===== src/pkg/rxbal_pkg.sv =====
// rxbal_pkg: constants and carriers for the receive buffer address table loader.
// assumes a single clock domain and CSR writes issued from logic on that clock.
package rxbal_pkg;

	// csr indices on the write port
	localparam logic [7:0]  RXBAL_CSR_SLOT_SELECT = 8'h06;
	localparam logic [7:0]  RXBAL_CSR_RESERVED    = 8'h07;
	localparam logic [7:0]  RXBAL_CSR_LOW_DWORD   = 8'h08;
	localparam logic [7:0]  RXBAL_CSR_HIGH_DWORD  = 8'h09;

	// widths and table shape
	localparam int          RXBAL_SLOT_W    = 6;
	localparam int          RXBAL_SLOTS     = 64;
	localparam int          RXBAL_DWORD_W   = 32;
	localparam int          RXBAL_ADDR_W    = 64;
	localparam int          RXBAL_SLOT_LSB  = 0;
	localparam int          RXBAL_LOW_LSB   = 0;
	localparam int          RXBAL_HIGH_LSB  = 32;

	// reset values
	localparam logic [5:0]  RXBAL_SLOT_RST  = 6'h00;
	localparam logic [31:0] RXBAL_HIGH_RST  = 32'h0000_0000;

	// one csr write: wide marks a 64-bit access
	typedef struct packed {
		logic        en;
		logic        wide;
		logic [7:0]  idx;
		logic [63:0] data;
	} rxbal_csr_wr_t;

	// table lookup answer
	typedef struct packed {
		logic        valid;
		logic [63:0] addr;
	} rxbal_lookup_t;

	// all state of the loader
	typedef struct packed {
		logic [5:0]  slot;
		logic [31:0] upper;
		logic        lu_valid;
	} rxbal_state_t;

endpackage


===== src/hdl/rxbal_table.sv =====
// rxbal_table: on-chip storage of buffer physical addresses, one write and one read port.
// assumes the loader drives the write port; read data appears one clock after the request.
`timescale 1ns/1ps
module rxbal_table
	import rxbal_pkg::*;
#(
	parameter int SLOTS  = RXBAL_SLOTS,
	parameter int ADDR_W = RXBAL_ADDR_W,
	parameter int IDX_W  = RXBAL_SLOT_W
) (
	// clock
	input  wire logic              clk_i,
	// write port
	input  wire logic              we_i,
	input  wire logic [IDX_W-1:0]  wr_idx_i,
	input  wire logic [ADDR_W-1:0] wr_data_i,
	// read port
	input  wire logic [IDX_W-1:0]  rd_idx_i,
	output logic      [ADDR_W-1:0] rd_data_o
);

	// no reset on the array: entries are undefined until software loads them
	logic [ADDR_W-1:0] mem [SLOTS];

	always_ff @(posedge clk_i) begin
		if (we_i) begin
			mem[wr_idx_i] <= wr_data_i;
		end
		rd_data_o <= mem[rd_idx_i];
	end

	AST_TBL_WRITE: assert property (@(posedge clk_i)
		we_i |=> mem[$past(wr_idx_i)] == $past(wr_data_i))
		else $error("table entry not written as presented");

endmodule // rxbal_table


===== src/hdl/rxbal_loader.sv =====
// rxbal_loader: receive buffer address table loader with csr write port and lookup port.
// assumes csr writes and lookups come from logic on clk_i; one access per cycle at most.
`timescale 1ns/1ps

// Contract
// - slot index picks slot for low write
// - table holds exactly 64 entries
// - table lives in on-chip storage
// - buffer identifier looks up destination address
// - 64-bit write to the lower dword loads both dwords at once; a 64-bit upper write takes only data[31:0]
// - upper dword retained across narrow lower writes
// - lower write commits upper plus lower
// - lower dword stored in selected slot
// - upper write only updates holding register
module rxbal_loader
	import rxbal_pkg::*;
(
	// clock and reset
	input  wire logic          clk_i,
	input  wire logic          rst_i,
	// csr write port
	input  wire rxbal_csr_wr_t csr_wr_i,
	// receive command lookup
	input  wire logic          lookup_req_i,
	input  wire logic [5:0]    buffer_identifier_i,
	output rxbal_lookup_t      lookup_o
);

	rxbal_state_t st;
	rxbal_state_t next_st;

	logic                    hit_slot;
	logic                    hit_low;
	logic                    hit_high;
	logic                    tbl_we;
	logic [RXBAL_SLOT_W-1:0] tbl_idx;
	logic [RXBAL_ADDR_W-1:0] tbl_data;
	logic [RXBAL_ADDR_W-1:0] rd_data;

	function automatic logic csr_hit(input rxbal_csr_wr_t w, input logic [7:0] idx);
		csr_hit = w.en && (w.idx == idx);
	endfunction

	// reserved index falls through every decode, so writes there are dropped
	assign hit_slot = csr_hit(csr_wr_i, RXBAL_CSR_SLOT_SELECT);
	assign hit_low  = csr_hit(csr_wr_i, RXBAL_CSR_LOW_DWORD);
	assign hit_high = csr_hit(csr_wr_i, RXBAL_CSR_HIGH_DWORD);

	assign tbl_we  = hit_low;
	assign tbl_idx = st.slot;

	// wide takes both dwords, narrow takes held upper
	always_comb begin
		tbl_data = {st.upper, csr_wr_i.data[RXBAL_LOW_LSB +: RXBAL_DWORD_W]};
		if (csr_wr_i.wide) begin
			tbl_data = csr_wr_i.data;
		end
	end

	always_comb begin
		next_st          = st;
		next_st.lu_valid = lookup_req_i;
		// slot changes only on its own write
		if (hit_slot) begin
			next_st.slot = csr_wr_i.data[RXBAL_SLOT_LSB +: RXBAL_SLOT_W];
		end
		// upper write touches holding register only
		if (hit_high) begin
			next_st.upper = csr_wr_i.data[RXBAL_LOW_LSB +: RXBAL_DWORD_W];
		end
		// wide low write refreshes held upper, narrow keeps it
		if (hit_low && csr_wr_i.wide) begin
			next_st.upper = csr_wr_i.data[RXBAL_HIGH_LSB +: RXBAL_DWORD_W];
		end
	end

	always_ff @(posedge clk_i or posedge rst_i) begin
		if (rst_i) begin
			st.slot     <= RXBAL_SLOT_RST;
			st.upper    <= RXBAL_HIGH_RST;
			st.lu_valid <= 1'b0;
		end else begin
			st <= next_st;
		end
	end

	// entries carry no reset, so unloaded slots read back unknown
	// 64-slot on-chip array
	rxbal_table #(
		.SLOTS  (RXBAL_SLOTS),
		.ADDR_W (RXBAL_ADDR_W),
		.IDX_W  (RXBAL_SLOT_W)
	) u_table (
		.clk_i     (clk_i),
		.we_i      (tbl_we),
		.wr_idx_i  (tbl_idx),
		.wr_data_i (tbl_data),
		.rd_idx_i  (buffer_identifier_i),
		.rd_data_o (rd_data)
	);

	// valid and addr both leave flops, so they stay aligned
	// answer one cycle after request
	assign lookup_o.valid = st.lu_valid;
	assign lookup_o.addr  = rd_data;

	AST_SLOT_PICK: assert property (@(posedge clk_i) disable iff (rst_i)
		(hit_low && !csr_wr_i.wide)
		|=> u_table.mem[$past(st.slot)] == {$past(st.upper), $past(csr_wr_i.data[31:0])})
		else $error("lower write not routed to selected slot");

	AST_LOW_STORED: assert property (@(posedge clk_i) disable iff (rst_i)
		hit_low |-> tbl_data[31:0] == csr_wr_i.data[31:0])
		else $error("lower dword altered on commit");

	AST_COMMIT_PAIR: assert property (@(posedge clk_i) disable iff (rst_i)
		(hit_low && !csr_wr_i.wide) |-> tbl_data[63:32] == st.upper)
		else $error("commit does not use held upper dword");

	AST_HIGH_HOLD: assert property (@(posedge clk_i) disable iff (rst_i)
		hit_high |-> (!tbl_we ##1 st.upper == $past(csr_wr_i.data[31:0])))
		else $error("upper write misbehaved");

	// upper retained across narrow lower writes
	AST_HIGH_KEPT: assert property (@(posedge clk_i) disable iff (rst_i)
		(hit_low && !csr_wr_i.wide) |=> $stable(st.upper))
		else $error("held upper dword changed on lower write");

	AST_WIDE_WRITE: assert property (@(posedge clk_i) disable iff (rst_i)
		(hit_low && csr_wr_i.wide) |-> (tbl_data == csr_wr_i.data
			##1 st.upper == $past(csr_wr_i.data[63:32])))
		else $error("wide write not committed whole");

	AST_NO_INCR: assert property (@(posedge clk_i) disable iff (rst_i)
		(tbl_we && !hit_slot) |=> st.slot == $past(st.slot))
		else $error("slot index moved after commit");

	AST_SLOT_LOAD: assert property (@(posedge clk_i) disable iff (rst_i)
		hit_slot |=> st.slot == $past(csr_wr_i.data[5:0]))
		else $error("slot index not loaded");

	AST_LOOKUP_TIME: assert property (@(posedge clk_i) disable iff (rst_i)
		lookup_req_i |=> lookup_o.valid)
		else $error("lookup not answered in one cycle");

	AST_LOOKUP_DATA: assert property (@(posedge clk_i) disable iff (rst_i)
		(tbl_we ##1 !tbl_we ##1 (lookup_req_i && !tbl_we && buffer_identifier_i == $past(tbl_idx, 2)))
		|=> lookup_o.addr == $past(tbl_data, 3))
		else $error("lookup returned wrong address");

	// slot index back at reset value
	AST_RST_SLOT: assert property (@(posedge clk_i) disable iff (rst_i)
		$fell(rst_i) |-> st.slot == RXBAL_SLOT_RST)
		else $error("slot index not at reset value");

	// held upper back at reset value
	AST_RST_UPPER: assert property (@(posedge clk_i) disable iff (rst_i)
		$fell(rst_i) |-> st.upper == RXBAL_HIGH_RST)
		else $error("held upper dword not at reset value");

	AST_RST_VALID: assert property (@(posedge clk_i) disable iff (rst_i)
		$fell(rst_i) |-> !lookup_o.valid)
		else $error("lookup valid set out of reset");

	AST_RSVD_DROP: assert property (@(posedge clk_i) disable iff (rst_i)
		(csr_wr_i.en && csr_wr_i.idx == RXBAL_CSR_RESERVED)
		|-> (!tbl_we ##1 ($stable(st.slot) && $stable(st.upper))))
		else $error("reserved write changed state");

	AST_UNKNOWN_IDX: assert property (@(posedge clk_i) disable iff (rst_i)
		(csr_wr_i.en && (csr_wr_i.idx < RXBAL_CSR_SLOT_SELECT || csr_wr_i.idx > RXBAL_CSR_HIGH_DWORD))
		|-> (!tbl_we ##1 ($stable(st.slot) && $stable(st.upper))))
		else $error("unknown index changed state");

	// table written only by lower write
	AST_WE_ONLY_LOW: assert property (@(posedge clk_i) disable iff (rst_i)
		tbl_we |-> (csr_wr_i.en && csr_wr_i.idx == RXBAL_CSR_LOW_DWORD))
		else $error("table written without lower write");

	// slot moves only on its write
	AST_SLOT_STEADY: assert property (@(posedge clk_i) disable iff (rst_i)
		!(csr_wr_i.en && csr_wr_i.idx == RXBAL_CSR_SLOT_SELECT) |=> $stable(st.slot))
		else $error("slot index moved without slot write");

	// upper moves only on its writes
	AST_UPPER_STEADY: assert property (@(posedge clk_i) disable iff (rst_i)
		!(csr_wr_i.en && (csr_wr_i.idx == RXBAL_CSR_HIGH_DWORD
			|| (csr_wr_i.idx == RXBAL_CSR_LOW_DWORD && csr_wr_i.wide))) |=> $stable(st.upper))
		else $error("held upper dword moved without upper write");

	AST_VALID_ONLY_REQ: assert property (@(posedge clk_i) disable iff (rst_i)
		!lookup_req_i |=> !lookup_o.valid)
		else $error("lookup valid without request");

	AST_WIDE_STORE: assert property (@(posedge clk_i) disable iff (rst_i)
		(hit_low && csr_wr_i.wide) |=> u_table.mem[$past(st.slot)] == $past(csr_wr_i.data))
		else $error("wide write not stored whole");

	AST_HIGH_WIDE: assert property (@(posedge clk_i) disable iff (rst_i)
		(hit_high && csr_wr_i.wide) |=> st.upper == $past(csr_wr_i.data[31:0]))
		else $error("wide upper write not taken as narrow");

endmodule // rxbal_loader


===== config.mk =====
export PLATFORM = sky130hd
export DESIGN_NAME = rxbal_loader
export DESIGN_NICKNAME = d
export VERILOG_FILES = /design/src/pkg/rxbal_pkg.sv /design/src/hdl/rxbal_table.sv /design/src/hdl/rxbal_loader.sv
export SDC_FILE = /design/constraint.sdc
export NUM_CORES = 2
export LEC_CHECK = 0
export ABC_AREA = 1
export BUFFER_PORTS_ARGS = -buffer_cell sky130_fd_sc_hd__buf_2
export CELL_PAD_IN_SITES_DETAIL_PLACEMENT = 2
export CELL_PAD_IN_SITES_GLOBAL_PLACEMENT = 2
export CORE_ASPECT_RATIO = 1.4
export CORE_MARGIN = 3
export CORE_UTILIZATION = 30
export CTS_BUF_LIST = sky130_fd_sc_hd__clkbuf_16
export DETAILED_ROUTE_END_ITERATION = 12
export PLACE_DENSITY = 0.67
export SLEW_MARGIN = 20
export SYNTH_ARGS = -nofsm -noshare
export SYNTH_HDL_FRONTEND = slang
export SYNTH_SLANG_ARGS = --single-unit

===== constraint.sdc =====
create_clock -name clk_i -period 4.25 [get_ports clk_i]
set_input_delay 0 -clock clk_i [delete_from_list [all_inputs] [get_ports clk_i]]
set_output_delay 0 -clock clk_i [all_outputs]
set_load 0.02 [all_outputs]

Word level (Yosys, flattened, before mapping)
Memory sizes are Yosys's and may differ from the RTL's. A register that Yosys moved wholly into a read port is not among the register bits.
Index checks and enable logic that the tools add are counted.
{ "word_totals": {"register_bits": 39, "mem_bits_rw": 4096, "output_inout_bits": 65, "elab_cells": 17, "mem_count": 1} }
{ "op_classes": {"n_eq_ne": 3, "n_mux": 5, "n_reduce_logical": 5} }
{ "memory_table": {"columns": ["name", "words", "width", "rd", "rd_clocked_by_memory_dff", "write_ports", "line_no", "source"], "rows": [
  ["u_table.mem", 64, 64, 1, 1, 1, "rxbal_table.sv:23", "logic [ADDR_W-1:0] mem [SLOTS];"]
]} }
{ "op_table": {"columns": ["operator", "count"], "rows": [
  ["$mux W32", 2],
  ["$mux W64", 1],
  ["$eq A8 B4 Y1 const B", 2],
  ["$eq A8 B3 Y1 const B", 1],
  ["$logic_and A1 B1 Y1", 4],
  ["$mux W1", 2],
  ["$reduce_bool A2 Y1", 1]
]} }

Depth between registers and ports, before layout
{ "depth": {"ltp_word": 4, "ltp_mapped": 13} }

Modules after synthesis
From an unflattened synthesis, not the netlist that was laid out.
{ "unflattened": {"cells_unflattened": 13776, "area_unflattened_um2": 167752.1} }
{ "by_module_without_submodules": {"columns": ["mod", "n_inst", "cells_per_inst", "area_per_inst_um2"], "rows": [
  ["rxbal_table", 1, 13405, 165306.0],
  ["rxbal_loader", 1, 371, 2446.1]
]} }

Worst setup path after synthesis
Ideal clock, no wire load.
{ "synth_timing": {"path_kind": "input port to flip-flop", "start": "in csr_wr_i[71] (netlist bit)", "end": "mem u_table.mem[0][0] (netlist bit), enable pin", "setup_time_ns": 0.487, "arrival_ns": 3.592, "slack_ns": 0.172, "path_stages": 6, "n_path_buf": 1, "cell_sequence": "nor2_1 nand4_1 nor2_2 buf_2 nand4_1 nor2_1"} }
{ "synth_between": {"elab_chain_len": 4} }
{ "synth_rtl": {"columns": ["element", "line_no", "source"], "rows": [
  ["start, declared", "rxbal_loader.sv:22", "input wire rxbal_csr_wr_t csr_wr_i,"],
  ["$eq A8 B4 Y1", "rxbal_loader.sv:41", "csr_hit = w.en && (w.idx == idx);"],
  ["$logic_and A1 B1 Y1", "rxbal_loader.sv:41", null],
  ["$mux W1", "rxbal_table.sv:26", "if (we_i) begin"],
  ["$mux W1 (implied by the code)", "rxbal_table.sv:27", "mem[wr_idx_i] <= wr_data_i;"],
  ["end, declared", "rxbal_table.sv:23", null]
]} }
Every way passes these cells.

==> run_results.csv <==
group,metric,value,unit
global_routing,grt_pass1_wl,960,mm
clock_tree,clock_latency,1010,ps
timing,hold_viol_final,0,
clock_tree,numCtsBuffers,416,
setup_path,start_kind,"input port",
detailed_routing,wirelength,683,mm
setup_path,required,5120,ps
floorplan,start_util,30.1,%
synthesis,yosysTopAreaCell,"edfxtp_1",
synthesis,yosysWarnings,0,
timing,final.setup.tns,0,ps
global_routing,grt_max_degree,166,
global_routing,overflow,0,
final_layout,layout.cells.non_filler,21666,
outcome,status,"completed",
clock_tree,postCtsResizedCells,0,
final_layout,final_util,34.7,%
synthesis,synth.top_cell.area_share,73.4,%
setup_path,endpoint_kind,"register",
setup_path,worstSetupPathType,"input port to register",
clock_tree,cts.sinks,4199,
timing,post-route-period-util,80.9,%
placement,routabilityCongestion,0.761,
detailed_routing,drc,0,
global_routing,track_usage,23.4,%
timing,rsz0062_at_grt,"false",
synthesis,synthArstFlopShare,0.929,%
synthesis,synth_nets,13809,
timing,setup_slack,814,ps
placement,preCtsSetupSlack,1300,ps
synthesis,syn_inst,13726,
floorplan,die_y,890,µm
synthesis,synth-seq-cells,4199,
floorplan,coreArea,556000,µm²
synthesis,yosysSeqAreaShare,74.7,%
timing,final-max-slew-violation-count,0,
detailed_routing,drt_iter0_markers,12826,
detailed_routing,firstDrtPassIters,6,
timing,clock.fmax,0.291,GHz
floorplan,row_count,324,
pwr,power.total,87.2,mW
placement,dp.cells,20698,
floorplan,die_area,568000,µm²
placement,port_buffers,147,
timing,fin_crit,3440,ps
timing,timing.slew.headroom,27.9,%
detailed_routing,viasPerCell,5.46,
synthesis,ys_top_cells_by_area,"edfxtp_1 73%, nand3_1 12%, nand2_1 10%",
floorplan,ios,148,
floorplan,die_x,638,µm
min_path,hold_path.class,"input port to register",
synthesis,syn_area_per_cell,12.2,µm²
pwr,powerDensity,452,nW/µm²
clock_tree,cts_max_level,5,
timing,tightest_slew,1080,ps
final_layout,layout.nets,14041,
placement,dp_hpwl,356,mm
clock_tree,postCtsSetupRepairBufs,0,
detailed_routing,ant_nets,0,
synthesis,synthesis.area,168000,µm²
synthesis,synth_commonest_cells,"4606 x nand2_1, 4096 x edfxtp_1, 3882 x nand3_1, 474 x buf_2, 182 x buf_4",
timing,fin_skew,69.3,ps
pwr,p_leak,67.5,nW
clock_tree,clk_path_buf_depth,4,
run,drv_cap,0,
setup_path,arrival,4310,ps
detailed_routing,vias,118274,
synthesis,synth.distinct_cells,23,
timing,setup-violations-final,0,
global_routing,grt_pass1_vias,126290,
clock_tree,clock-root-buffer,"clkbuf_16",
clock_tree,cts_tree,"built",
final_layout,drive_above_1_share,8.39,%
pwr,peakVddDrop,0.336,mV
final_layout,area.growth.synth_to_final,15.1,%
global_routing,grt_antenna_before_repair,42,
clock_tree,cts.clk_slew.worst_paths,60,ps
setup_path,crit_fanout,165,
synthesis,synth-main-ff-cell,"edfxtp_1",
synthesis,synth_edf_count,4096,
detailed_routing,wl_per_cell,31.5,µm
synthesis,synth.most_common_cell,"nand2_1",
cell usage in the layout (no fill, tap or decap), types with 12 or more instances in the layout:
cell           netlist  layout
nand2_1           4606    4578
edfxtp_1          4096    4096
nand3_1           3882    3882
clkbuf_16            0     422
buf_4              182     233
dlygate4sd3_1        0     177
buf_12               1     175
buf_2              474     136
clkinv_1             0     115
inv_1               17     110
clkinv_2             0      76
nor2_4               0      65
dfxtp_1             64      64
dfrtp_1             39      39
diode_2              0      33
bufinv_16            0      24
nand2_2              0      21
nand4_1             16      16
nor2_1              77      12
cell families (layout without fill, tap and decap cells):
| logic type | after synthesis | after routing | synth area share [%] |
|---|---|---|---|
| and+or+nand+nor | 8583 | 8583 | 22.1 |
| other | 0 | 33 | 0 |
| DFF | 4199 | 4199 | 74.7 |
| AOI/OAI and AO/OA | 9 | 9 | 0.0269 |
| buffers and inverters | 935 | 1507 | 3.10 |
where the power goes:
part | switching, mW | internal [mW] | total [mW] | leakage (nW)
sequential | 0.159 | 45.6 | 45.7 | 38.1
combinational | 4.23 | 1.34 | 5.57 | 22.7
clock | 16.5 | 19.4 | 35.9 | 6.63
final cells by class:
type	count	area (µm²)
Sequential cell	4199	125000
Inverter	23	158
Multi-Input combinational cell	8592	37800
Antenna cell	33	82.6
Clock inverter	336	2190
Clock buffer	422	10600
Fill cell	57884	363000
Timing Repair Buffer	726	7780
Tap cell	7335	9180
per-stage QoR:
stage	area (µm²)	hold WS (ps)
3_3_place_gp	178000	110
2_1_floorplan	168000	31.4
6_report	193000	78.8
4_1_cts	193000	10.5
5_1_grt	193000	101
3_5_place_dp	178000	111
flip-flops by register name (all words and copies together), names as in the netlist:
register / flops
lookup_o: 1
u_table.mem: 4096
u_table.rd_data_o: 64
st: 32
tbl_idx: 6
timing repair:
item | in CTS | in global routing
hold endpoints to repair | 2756 | 0
endpoints found under the setup margin | 0 | 0
hold buffers | 177 | 0
routing by layer:
| layer | routed length, µm | up-vias | GRT usage [%] |
|---|---|---|---|
| li1 | - | 49345 | - |
| met1 | 269000 | 63911 | 28.7 |
| met2 | 347000 | 3868 | 41.7 |
| met3 | 38100 | 1138 | 2.92 |
| met4 | 29000 | 12 | 8.89 |
| met5 | 75 | - | 0 |
path summary, 6_finish.rpt:
path	from	to	slack, ps	depth (start not counted)
worst max-delay path	buffer_identifier_i[0]	u_table.rd_data_o[41]	810	14
max in group asynchronous	rst_i	tbl_idx[5]	3390	4
min in group asynchronous	rst_i	lookup_o[64]	240	4
worst max register to register	tbl_idx[3]	u_table.mem[38][9]	1360	4
worst min-delay path	csr_wr_i[50]	u_table.mem[23][50]	80	4
worst min register to register	st[22]	st[22]	500	2
worst max-delay path: stages:
cell	delay [ps]
dlygate4sd3_1	590
buf_12	400
clkinv_16	560
buf_12	470
nand2_1	130
nand3_1	80
nand3_1	150
nand3_1	110
nand3_1	130
nand2_1	70
dlygate4sd3_1	550
nand2_1	60
nand2_1	60
dlygate4sd3_1	570
No activity file was read; power rests on OpenSTA's default activity.
